### config.mk
export PLATFORM = sky130hd
export DESIGN_NAME = tx_pcs_channel
export DESIGN_NICKNAME = d
export VERILOG_FILES = /design/src/verilog/tx_pcs_pkg.sv /design/src/verilog/tx_pcs_channel.sv /design/src/verilog/enc_8b10b.sv /design/src/verilog/tx_phase_fifo.sv
export VERILOG_INCLUDE_DIRS = /design/src /design/src/verilog
export SDC_FILE = /design/constraint.sdc
export NUM_CORES = 1
export LEC_CHECK = 0
export ABC_CLOCK_PERIOD_IN_PS = 15300
export BUFFER_PORTS_ARGS = -buffer_cell sky130_fd_sc_hd__buf_2
export CORE_MARGIN = 8
export CORE_UTILIZATION = 50
export DETAILED_ROUTE_END_ITERATION = 7
export HOLD_SLACK_MARGIN = 0.05
export PLACE_DENSITY = 0.79
export SYNTH_ARGS = -nofsm -noshare
export SYNTH_HDL_FRONTEND = slang
export SYNTH_HIERARCHICAL = 1
export SYNTH_SLANG_ARGS = --single-unit
export TNS_END_PERCENT = 5
### constraint.sdc
create_clock -name aclk -period 15.3 [get_ports aclk]
set_input_delay 3.825 -clock aclk [delete_from_list [all_inputs] [get_ports aclk]]
set_output_delay 3.825 -clock aclk [all_outputs]
set_load 0.05 [all_outputs]
### src/verilog/tx_pcs_regs.svh
// Register offsets, field positions, reset values and counts of the TX PCS.
`ifndef TX_PCS_REGS_SVH
`define TX_PCS_REGS_SVH
`define CTRL_OFFSET 4'h0
`define STATUS_OFFSET 4'h4
`define CTRL_DOUBLE_BIT 0
`define CTRL_SER_BIT 1
`define CTRL_ENC_BIT 2
`define CTRL_HILAT_BIT 3
`define CTRL_LLPCS_BIT 4
`define CTRL_RESET 5'h04
`define STAT_ERR_BIT 0
`define STAT_SYNC_BIT 1
`define STAT_LEVEL_LSB 4
`define LANE_W 13
`define LANE_CTRL_BIT 10
`define LANE_FORCE_BIT 11
`define LANE_DVAL_BIT 12
`define FIFO_DEPTH_LOW 4'h4
`define FIFO_DEPTH_HIGH 4'h8
`define FIFO_START_LOW 4'h2
`define FIFO_START_HIGH 4'h4
`define SYNC_GROUPS 2'h3
`define K28_5 8'hbc
`define AXI_OKAY 2'h0
`define AXI_SLVERR 2'h2
`endif

### src/verilog/tx_pcs_pkg.sv
// Types shared by the TX PCS modules.
package tx_pcs_pkg;
  typedef enum logic [1:0] {ENC_RESET, ENC_SYNC, ENC_RUN} enc_state_t;
  typedef logic [51:0] word_t;
  typedef logic [3:0] level_t;
endpackage

### src/verilog/tx_pcs_channel.sv
// Transmit PCS channel: phase FIFO, byte serializer, 8b/10b stage, AXI4-Lite.
// Function
// - FIFO overflow or underflow drives the phase FIFO error output high.
// - Low-latency mode: four-word FIFO, two to three cycles of latency.
// - High-latency mode: eight-word FIFO, four to five cycles of latency.
// - Both FIFO sides run on the one clock aclk in every configuration.
// - Enabled byte serializer halves the datapath width.
// - Serializer sends the low half first, then the high half.
// - Double width: bits 19 to 0 first, then bits 39 to 20.
// - Transmit digital reset resets the byte serializer.
// - Serializer output goes to the encoder if enabled, else straight out.
// - Each byte with control flag becomes one 10-bit group with disparity.
// - Control flag high gives a K group, low a D group; LSB first.
// - During single-width reset: clear state, ignore input, send K28.5-.
// - After single-width reset: start negative, send three K28.5 groups.
// - Pipeline words may precede the first synchronizing K28.5.
// - Double width: two cascaded encoders, low byte sent first.
// - Double width: control bit 0 marks low byte, bit 1 high byte.
// - During double-width reset: K28.5- low byte, K28.5+ high byte.
// - After double-width reset: low negative, high positive, three each.
// - Forced disparity: value 0 encodes positive, 1 negative.
// - Low-latency PCS option bypasses the encoder.
`timescale 1ns/1ps
`default_nettype none
`include "tx_pcs_regs.svh"
module tx_pcs_channel
(
  input wire logic aclk,
  input wire logic aresetn,
  input wire logic [3:0] s_axi_awaddr,
  input wire logic s_axi_awvalid,
  output logic s_axi_awready,
  input wire logic [31:0] s_axi_wdata,
  input wire logic [3:0] s_axi_wstrb,
  input wire logic s_axi_wvalid,
  output logic s_axi_wready,
  output logic [1:0] s_axi_bresp,
  output logic s_axi_bvalid,
  input wire logic s_axi_bready,
  input wire logic [3:0] s_axi_araddr,
  input wire logic s_axi_arvalid,
  output logic s_axi_arready,
  output logic [31:0] s_axi_rdata,
  output logic [1:0] s_axi_rresp,
  output logic s_axi_rvalid,
  input wire logic s_axi_rready,
  input wire logic tx_digitalreset,
  input wire logic tx_wr_en,
  input wire logic [39:0] tx_datain,
  input wire logic [3:0] tx_ctrlenable,
  input wire logic [3:0] tx_forcedisp,
  input wire logic [3:0] tx_dispval,
  output logic [19:0] tx_dataout,
  output logic tx_dataout_valid,
  output logic tx_phase_comp_fifo_error
);
  import tx_pcs_pkg::*;

  logic aw_have_reg, aw_have_next;
  logic w_have_reg, w_have_next;
  logic [3:0] awaddr_reg, awaddr_next;
  logic [31:0] wdata_reg, wdata_next;
  logic [3:0] wstrb_reg, wstrb_next;
  logic awready_reg, awready_next;
  logic wready_reg, wready_next;
  logic bvalid_reg, bvalid_next;
  logic [1:0] bresp_reg, bresp_next;
  logic arready_reg, arready_next;
  logic rvalid_reg, rvalid_next;
  logic [1:0] rresp_reg, rresp_next;
  logic [31:0] rdata_reg, rdata_next;
  logic [4:0] ctrl_reg, ctrl_next;
  logic err_reg, err_next;
  logic do_write;

  logic dig_clr, double_w, ser_en, enc_on, hilat;
  word_t in_word, rd_data, hold_reg, hold_next;
  level_t level, start_level;
  logic full, empty, rd_en, need_word, fifo_event;
  logic started_reg, started_next;
  logic phase_reg, phase_next;
  logic [25:0] pair;
  logic emit_data;
  enc_state_t state_reg, state_next;
  logic [1:0] cnt_reg, cnt_next;
  logic rd_reg, rd_next;
  logic sync_emit, run_emit;
  logic [7:0] a_byte, b_byte;
  logic a_k, b_k, a_rd, b_rd, a_rd_out, b_rd_out;
  logic [9:0] a_code, b_code;
  logic [19:0] dout_reg, dout_next;
  logic dvalid_reg, dvalid_next;

  // Register bus: write and read channels.
  always_comb
  begin
    aw_have_next = aw_have_reg;
    w_have_next = w_have_reg;
    awaddr_next = awaddr_reg;
    wdata_next = wdata_reg;
    wstrb_next = wstrb_reg;
    bvalid_next = bvalid_reg && !s_axi_bready;
    bresp_next = bresp_reg;
    do_write = aw_have_reg && w_have_reg && !bvalid_reg;
    if (do_write)
    begin
      aw_have_next = 1'b0;
      w_have_next = 1'b0;
      bvalid_next = 1'b1;
      bresp_next = (awaddr_reg == `CTRL_OFFSET ||
        awaddr_reg == `STATUS_OFFSET) ? `AXI_OKAY : `AXI_SLVERR;
    end
    if (s_axi_awvalid && awready_reg)
    begin
      aw_have_next = 1'b1;
      awaddr_next = s_axi_awaddr;
    end
    if (s_axi_wvalid && wready_reg)
    begin
      w_have_next = 1'b1;
      wdata_next = s_axi_wdata;
      wstrb_next = s_axi_wstrb;
    end
    awready_next = !aw_have_next;
    wready_next = !w_have_next;
    rvalid_next = rvalid_reg && !s_axi_rready;
    rdata_next = rdata_reg;
    rresp_next = rresp_reg;
    if (s_axi_arvalid && arready_reg)
    begin
      rvalid_next = 1'b1;
      rresp_next = `AXI_OKAY;
      unique case (s_axi_araddr)
        `CTRL_OFFSET: rdata_next = {27'h000_0000, ctrl_reg};
        `STATUS_OFFSET: rdata_next = {24'h00_0000, level, 2'h0,
          state_reg != ENC_RUN, err_reg};
        default:
        begin
          rdata_next = 32'h0000_0000;
          rresp_next = `AXI_SLVERR;
        end
      endcase
    end
    arready_next = !rvalid_next;
    ctrl_next = ctrl_reg;
    if (do_write && awaddr_reg == `CTRL_OFFSET && wstrb_reg[0])
    begin
      ctrl_next = wdata_reg[4:0];
    end
    err_next = err_reg;
    if (do_write && awaddr_reg == `STATUS_OFFSET && wstrb_reg[0] &&
      wdata_reg[`STAT_ERR_BIT])
    begin
      err_next = 1'b0;
    end
    if (fifo_event)
    begin
      err_next = 1'b1;
    end
    if (dig_clr)
    begin
      err_next = 1'b0;
    end
    if (!aresetn)
    begin
      aw_have_next = 1'b0;
      w_have_next = 1'b0;
      awready_next = 1'b0;
      wready_next = 1'b0;
      bvalid_next = 1'b0;
      bresp_next = `AXI_OKAY;
      arready_next = 1'b0;
      rvalid_next = 1'b0;
      rresp_next = `AXI_OKAY;
      rdata_next = 32'h0000_0000;
      ctrl_next = `CTRL_RESET;
    end
  end

  always_ff @(posedge aclk)
  begin
    aw_have_reg <= aw_have_next;
    w_have_reg <= w_have_next;
    awaddr_reg <= awaddr_next;
    wdata_reg <= wdata_next;
    wstrb_reg <= wstrb_next;
    awready_reg <= awready_next;
    wready_reg <= wready_next;
    bvalid_reg <= bvalid_next;
    bresp_reg <= bresp_next;
    arready_reg <= arready_next;
    rvalid_reg <= rvalid_next;
    rresp_reg <= rresp_next;
    rdata_reg <= rdata_next;
    ctrl_reg <= ctrl_next;
    err_reg <= err_next;
  end

  // Phase FIFO fill, drain and serializer half selection.
  always_comb
  begin
    dig_clr = !aresetn || tx_digitalreset;
    double_w = ctrl_reg[`CTRL_DOUBLE_BIT];
    ser_en = ctrl_reg[`CTRL_SER_BIT];
    hilat = ctrl_reg[`CTRL_HILAT_BIT];
    enc_on = ctrl_reg[`CTRL_ENC_BIT] && !ctrl_reg[`CTRL_LLPCS_BIT];
    for (int i = 0; i < 4; i++)
    begin
      in_word[i*`LANE_W +: `LANE_W] = {tx_dispval[i], tx_forcedisp[i],
        tx_ctrlenable[i], tx_datain[i*10 +: 10]};
    end
    start_level = hilat ? `FIFO_START_HIGH : `FIFO_START_LOW;
    need_word = started_reg && (!ser_en || !phase_reg);
    rd_en = need_word && !empty;
    fifo_event = (need_word && empty) || (tx_wr_en && full && !rd_en);
    started_next = started_reg ||
      (state_reg == ENC_RUN && level >= start_level);
    phase_next = ser_en && !phase_reg && rd_en;
    hold_next = rd_en ? rd_data : hold_reg;
    if (phase_reg)
    begin
      pair = double_w ? hold_reg[51:26] : {13'h0000, hold_reg[25:13]};
    end
    else
    begin
      pair = rd_data[25:0];
    end
    emit_data = rd_en || phase_reg;
    if (dig_clr)
    begin
      started_next = 1'b0;
      phase_next = 1'b0;
    end
  end

  always_ff @(posedge aclk)
  begin
    started_reg <= started_next;
    phase_reg <= phase_next;
    hold_reg <= hold_next;
  end

  // Single clock serves both FIFO sides in every configuration.
  tx_phase_fifo u_fifo
  (
    .aclk(aclk),
    .clear(dig_clr),
    .high_latency(hilat),
    .wr_en(tx_wr_en),
    .wr_data(in_word),
    .rd_en(rd_en),
    .rd_data(rd_data),
    .level(level),
    .full(full),
    .empty(empty)
  );

  // Encoder lane inputs, sync sequence and disparity state.
  always_comb
  begin
    sync_emit = !dig_clr && state_reg != ENC_RUN;
    run_emit = !dig_clr && state_reg == ENC_RUN && emit_data;
    a_byte = pair[7:0];
    a_k = pair[`LANE_CTRL_BIT];
    a_rd = pair[`LANE_FORCE_BIT] ? !pair[`LANE_DVAL_BIT] : rd_reg;
    b_byte = pair[`LANE_W+7:`LANE_W];
    b_k = pair[`LANE_W+`LANE_CTRL_BIT];
    b_rd = pair[`LANE_W+`LANE_FORCE_BIT] ?
      !pair[`LANE_W+`LANE_DVAL_BIT] : a_rd_out;
    if (dig_clr || state_reg != ENC_RUN)
    begin
      a_byte = `K28_5;
      a_k = 1'b1;
      a_rd = dig_clr ? 1'b0 : rd_reg;
      b_byte = `K28_5;
      b_k = 1'b1;
      b_rd = a_rd_out;
    end
    state_next = state_reg;
    cnt_next = cnt_reg;
    rd_next = rd_reg;
    if (sync_emit || run_emit)
    begin
      rd_next = double_w ? b_rd_out : a_rd_out;
    end
    if (sync_emit)
    begin
      cnt_next = cnt_reg + 2'h1;
      state_next = (cnt_reg == `SYNC_GROUPS - 2'h1) ? ENC_RUN : ENC_SYNC;
    end
    if (dig_clr)
    begin
      state_next = ENC_RESET;
      cnt_next = 2'h0;
      rd_next = 1'b0;
    end
    dout_next = dout_reg;
    dvalid_next = 1'b0;
    if (enc_on)
    begin
      if (dig_clr || sync_emit || run_emit)
      begin
        dout_next = {double_w ? b_code : 10'h000, a_code};
        dvalid_next = 1'b1;
      end
    end
    else if (run_emit)
    begin
      dout_next = {double_w ? pair[`LANE_W+9:`LANE_W] : 10'h000,
        pair[9:0]};
      dvalid_next = 1'b1;
    end
    else if (dig_clr)
    begin
      dout_next = 20'h0_0000;
    end
  end

  // Output register adds one pipeline stage ahead of the first sync group.
  always_ff @(posedge aclk)
  begin
    state_reg <= state_next;
    cnt_reg <= cnt_next;
    rd_reg <= rd_next;
    dout_reg <= dout_next;
    dvalid_reg <= dvalid_next;
  end

  enc_8b10b u_enc_lo
  (
    .byte_in(a_byte),
    .k_in(a_k),
    .rd_in(a_rd),
    .code_out(a_code),
    .rd_out(a_rd_out)
  );

  enc_8b10b u_enc_hi
  (
    .byte_in(b_byte),
    .k_in(b_k),
    .rd_in(b_rd),
    .code_out(b_code),
    .rd_out(b_rd_out)
  );

  always_comb
  begin
    s_axi_awready = awready_reg;
    s_axi_wready = wready_reg;
    s_axi_bvalid = bvalid_reg;
    s_axi_bresp = bresp_reg;
    s_axi_arready = arready_reg;
    s_axi_rvalid = rvalid_reg;
    s_axi_rresp = rresp_reg;
    s_axi_rdata = rdata_reg;
    tx_dataout = dout_reg;
    tx_dataout_valid = dvalid_reg;
    tx_phase_comp_fifo_error = err_reg;
  end
endmodule
`default_nettype wire

### src/verilog/enc_8b10b.sv
// One 8b/10b encoder lane with running disparity in and out.
`timescale 1ns/1ps
`default_nettype none
module enc_8b10b
(
  input wire logic [7:0] byte_in,
  input wire logic k_in,
  input wire logic rd_in,
  output logic [9:0] code_out,
  output logic rd_out
);
  logic [5:0] six;
  logic [3:0] four;
  logic rd_mid;
  logic six_bal;
  logic four_bal;
  logic alt7;
  logic flip;
  logic [4:0] x;
  logic [2:0] y;

  always_comb
  begin
    x = byte_in[4:0];
    y = byte_in[7:5];
    unique case (x)
      5'h00: six = 6'b100111;
      5'h01: six = 6'b011101;
      5'h02: six = 6'b101101;
      5'h03: six = 6'b110001;
      5'h04: six = 6'b110101;
      5'h05: six = 6'b101001;
      5'h06: six = 6'b011001;
      5'h07: six = 6'b111000;
      5'h08: six = 6'b111001;
      5'h09: six = 6'b100101;
      5'h0a: six = 6'b010101;
      5'h0b: six = 6'b110100;
      5'h0c: six = 6'b001101;
      5'h0d: six = 6'b101100;
      5'h0e: six = 6'b011100;
      5'h0f: six = 6'b010111;
      5'h10: six = 6'b011011;
      5'h11: six = 6'b100011;
      5'h12: six = 6'b010011;
      5'h13: six = 6'b110010;
      5'h14: six = 6'b001011;
      5'h15: six = 6'b101010;
      5'h16: six = 6'b011010;
      5'h17: six = 6'b111010;
      5'h18: six = 6'b110011;
      5'h19: six = 6'b100110;
      5'h1a: six = 6'b010110;
      5'h1b: six = 6'b110110;
      5'h1c: six = k_in ? 6'b001111 : 6'b001110;
      5'h1d: six = 6'b101110;
      5'h1e: six = 6'b011110;
      5'h1f: six = 6'b101011;
    endcase
    six_bal = ($countones(six) == 3);
    if (rd_in && (!six_bal || x == 5'h07))
    begin
      six = ~six;
    end
    rd_mid = six_bal ? rd_in : !rd_in;
    alt7 = k_in || (!rd_mid && (x == 5'h11 || x == 5'h12 || x == 5'h14)) ||
      (rd_mid && (x == 5'h0b || x == 5'h0d || x == 5'h0e));
    unique case (y)
      3'h0: four = 4'b1011;
      3'h1: four = 4'b1001;
      3'h2: four = 4'b0101;
      3'h3: four = 4'b1100;
      3'h4: four = 4'b1101;
      3'h5: four = 4'b1010;
      3'h6: four = 4'b0110;
      3'h7: four = alt7 ? 4'b0111 : 4'b1110;
    endcase
    four_bal = ($countones(four) == 2);
    if (k_in && four_bal && y != 3'h3)
    begin
      flip = !rd_mid;
    end
    else
    begin
      flip = rd_mid && (!four_bal || y == 3'h3);
    end
    if (flip)
    begin
      four = ~four;
    end
    rd_out = four_bal ? rd_mid : !rd_mid;
    code_out = {four[0], four[1], four[2], four[3],
      six[0], six[1], six[2], six[3], six[4], six[5]};
  end
endmodule
`default_nettype wire

### src/verilog/tx_phase_fifo.sv
// Phase compensation FIFO with four- or eight-word depth.
`timescale 1ns/1ps
`default_nettype none
`include "tx_pcs_regs.svh"
module tx_phase_fifo
(
  input wire logic aclk,
  input wire logic clear,
  input wire logic high_latency,
  input wire logic wr_en,
  input wire tx_pcs_pkg::word_t wr_data,
  input wire logic rd_en,
  output tx_pcs_pkg::word_t rd_data,
  output tx_pcs_pkg::level_t level,
  output logic full,
  output logic empty
);
  import tx_pcs_pkg::*;
  word_t mem [0:7];
  logic [2:0] wr_ptr_reg;
  logic [2:0] wr_ptr_next;
  logic [2:0] rd_ptr_reg;
  logic [2:0] rd_ptr_next;
  level_t level_reg;
  level_t level_next;
  level_t depth;
  logic do_wr;
  logic do_rd;

  always_comb
  begin
    depth = high_latency ? `FIFO_DEPTH_HIGH : `FIFO_DEPTH_LOW;
    full = (level_reg == depth);
    empty = (level_reg == 4'h0);
    do_rd = rd_en && !empty;
    do_wr = wr_en && (!full || do_rd);
    wr_ptr_next = wr_ptr_reg;
    rd_ptr_next = rd_ptr_reg;
    level_next = level_reg;
    if (do_wr)
    begin
      wr_ptr_next = (4'(wr_ptr_reg) == depth - 4'h1) ? 3'h0 : wr_ptr_reg + 3'h1;
    end
    if (do_rd)
    begin
      rd_ptr_next = (4'(rd_ptr_reg) == depth - 4'h1) ? 3'h0 : rd_ptr_reg + 3'h1;
    end
    if (do_wr && !do_rd)
    begin
      level_next = level_reg + 4'h1;
    end
    else if (do_rd && !do_wr)
    begin
      level_next = level_reg - 4'h1;
    end
    if (clear)
    begin
      wr_ptr_next = 3'h0;
      rd_ptr_next = 3'h0;
      level_next = 4'h0;
    end
    rd_data = mem[rd_ptr_reg];
    level = level_reg;
  end

  always_ff @(posedge aclk)
  begin
    wr_ptr_reg <= wr_ptr_next;
    rd_ptr_reg <= rd_ptr_next;
    level_reg <= level_next;
    if (do_wr && !clear)
    begin
      mem[wr_ptr_reg] <= wr_data;
    end
  end
endmodule
`default_nettype wire

==> results.ini <==
[status]
outcome = finished clean

[global_route]
grt_max_degree = 67
grt_pass1_wl_um = 68700
grt-ovfl-total = 0
grt_pass1_vias = 11588
grt.total_usage = 0.177
antenna_found_initial = 10

[detailed_routing]
drtIter0Drc = 938
wirelength_um = 45900
routed_via_density = 5.73
dr.pass1.iters = 5
wl_per_cell_um = 22.9
antenna_left = 0
route.detailed.drc = 0
dr_total_vias = 11475

[floorplan]
die_area_um2 = 51800
die_x_um = 228
rows = 77
fp.coreArea_um2 = 44200
start_util = 0.506
die_h_um = 228
io_pins = 168

[yosys]
synthesis.area_um2 = 22400
synthArstFlopShare = 0
ys.flop_type = edfxtp_1
yosysTopAreaCell = edfxtp_1
synth_edf_count = 485
ys_seq_area_frac = 0.690
synth_top_area_frac = 0.650
yosys_warnings = 6
syn_area_per_cell_um2 = 17.8
yosys-top-cells-area = edfxtp_1 65%, mux4_2 10%, dfxtp_1 3.9%
synth.distinct_cells = 76
ys_seq_elements = 529
syn_inst = 1255

[timing]
period_share = 0.890
hold_violations = 0
tns_ns = 0
fin_crit_ns = 13.61
tightest_slew_ns = 1.16
fmax_ghz = 0.0735
finalClockSkew_ns = 0.0184
final_max_slew_viol_count = 0
relSlewSlack = 0.225
worst_slack_ns = 1.69
rsz0062_at_grt = no
finalSetupViolCount = 0

[worst_setup_path]
start_kind = primary input
crit_type = in -> reg
critPathMaxStageDelay_ns = 0.53
cp-end-kind = flop
cp.arrival_ns = 13.95
required_ns = 15.63
crit_slowest_cell = fa_1
critical_path.max_fanout = 30

[placement]
gp_congestion = 0.842
dp_slack_ns = 1.26
port_buffers = 111
dpl-instance-area_um2 = 23400
hpwl_um = 27100
dpl.cell_count = 1907

[clocking]
h-tree-depth = 2
clkTransAtPathRegs_ns = 0.06
clk_path_buf_depth = 3
cts_setup_buffers = 0
cts_resized = 0
cts_tree = yes
cts_sinks = 529
cts_buffers = 51
cts_hold_buf = 0
clk-insertion-delay-late_ns = 0.60
root_buffer = clkbuf_16

[cells_and_area]
stdcell_area_um2 = 25000
fillers = 3282
drive_above_1_share = 0.295
multi_input_area_um2 = 6400
fin_cells = 2002
seqCellArea_um2 = 15500
largest_reg_flops = 416
nets = 1496
syn_to_final_growth_pct = 11.7

[power_and_ir_drop]
p_comb_frac = 0.032
net-switching-power_mw = 0.596
internal_power_mw = 2.31
p_clk_frac = 0.420
p_leak_nw = 8.17
peakVddDrop_mv = 0.0860
switching_share = 0.205
powerDensity_nw_per_um2 = 116
pwr-share-seq = 0.548

[worst_hold_path]
hold_path_class = reg -> reg

[job]
maxCapViolations = 0

-- critical path, delay by kind of cell --
kind | cells | cell delay [ns]
XOR/XNOR | 4 | 0.88
AND/OR/NAND/NOR | 9 | 2.62
multiplexers | 4 | 1.35
adder cells (fa/ha/maj) | 10 | 3.59
buffers and inverters | 4 | 0.74
AO/OA/AOI/OAI | 6 | 0.90
-- per-layer routing --
layer  wire (µm)  track usage  up-vias  part of all wire
met1       18700        0.230     5821              0.41
met2       22600        0.292      421              0.49
met3        3410       0.0412       74             0.074
li1            -            -     5147                 -
met5          69            0        -            0.0015
met4        1230       0.0586       12             0.027
-- cells by family after synthesis --
logic type | count (synthesis) | synth area share
xor gates and xnor gates | 35 | 0.0144
and+or+nand+nor | 217 | 0.0518
other | 1 | 0.000167
adders and majority gates | 25 | 0.0168
AOI/OAI and AO/OA | 135 | 0.0443
muxes | 198 | 0.151
buffers and inverters | 115 | 0.0317
DFF | 529 | 0.690
-- through the flow --
stage | util | hold slack, ns | total power, mW
floorplan | - | 0.455 | 1.69
global placement | 0.529 | 0.440 | 1.71
detailed placement | 0.529 | 0.447 | 1.72
CTS | 0.565 | 0.453 | 2.93
global route | 0.566 | 0.468 | 2.99
finish | 0.566 | 0.456 | 2.91
-- cell usage after synthesis, types with 15 or more instances --
| library cell | n |
|---|---|
| buf_2 | 32 |
| inv_1 | 19 |
| dfxtp_1 | 44 |
| mux2i_1 | 24 |
| nor2_1 | 35 |
| nand2_1 | 67 |
| mux4_2 | 101 |
| nand3_1 | 18 |
| a21boi_0 | 15 |
| o21ai_0 | 24 |
| mux2_2 | 68 |
| clkbuf_1 | 18 |
| xor2_1 | 21 |
| edfxtp_1 | 485 |
| a21oi_1 | 18 |
| buf_4 | 32 |
-- path summary, 6_finish.rpt --
path | start | endpoint | slack (ns) | cells after the start
worst max-delay path | aresetn | tx_dataout[16] | 1.69 | 37
worst min-delay path | s_axi_rdata[2] | s_axi_rdata[2] | 0.46 | 2
worst max register to register | flop | tx_dataout[16] | 3.34 | 38
worst min register to register | s_axi_rdata[2] | s_axi_rdata[2] | 0.46 | 2
-- power by group through the flow --
stage / logic (mW) / registers (mW) / clock network, mW
finish: 0.0936 / 1.59 / 1.22
global route: 0.101 / 1.59 / 1.30
CTS: 0.0939 / 1.59 / 1.24
detailed placement: 0.0934 / 1.62 / 0
global placement: 0.0897 / 1.62 / 0
floorplan: 0.0526 / 1.63 / 0
-- cell usage in the layout (no fill, tap or decap), types with 10 or more instances in the layout --
cell type and n:
a21boi_0 15, a21oi_1 18, buf_2 111, buf_4 20
clkbuf_16 51, clkinv_1 12, clkinv_2 10, conb_1 26
dfxtp_1 41, edfxtp_1 485, ha_1 14, inv_1 19
mux2_2 68, mux2i_1 24, mux4_2 101, nand2_1 67
nand2b_1 14, nand3_1 18, nor2_1 28, nor2b_1 12
o21ai_0 24, o31ai_1 10, xnor2_1 12, xor2_1 21
-- final cells by class --
cell class	instances	share of cell area
sequential	529	0.618
antenna	4	0.000400
clock buffer	56	0.0518
multi-input combinational	636	0.256
inverter	19	0.00285
tap	592	0.0296
clock inverter	35	0.0134
timing repair buffer	131	0.0282
No activity file was read; power rests on OpenSTA's default activity.
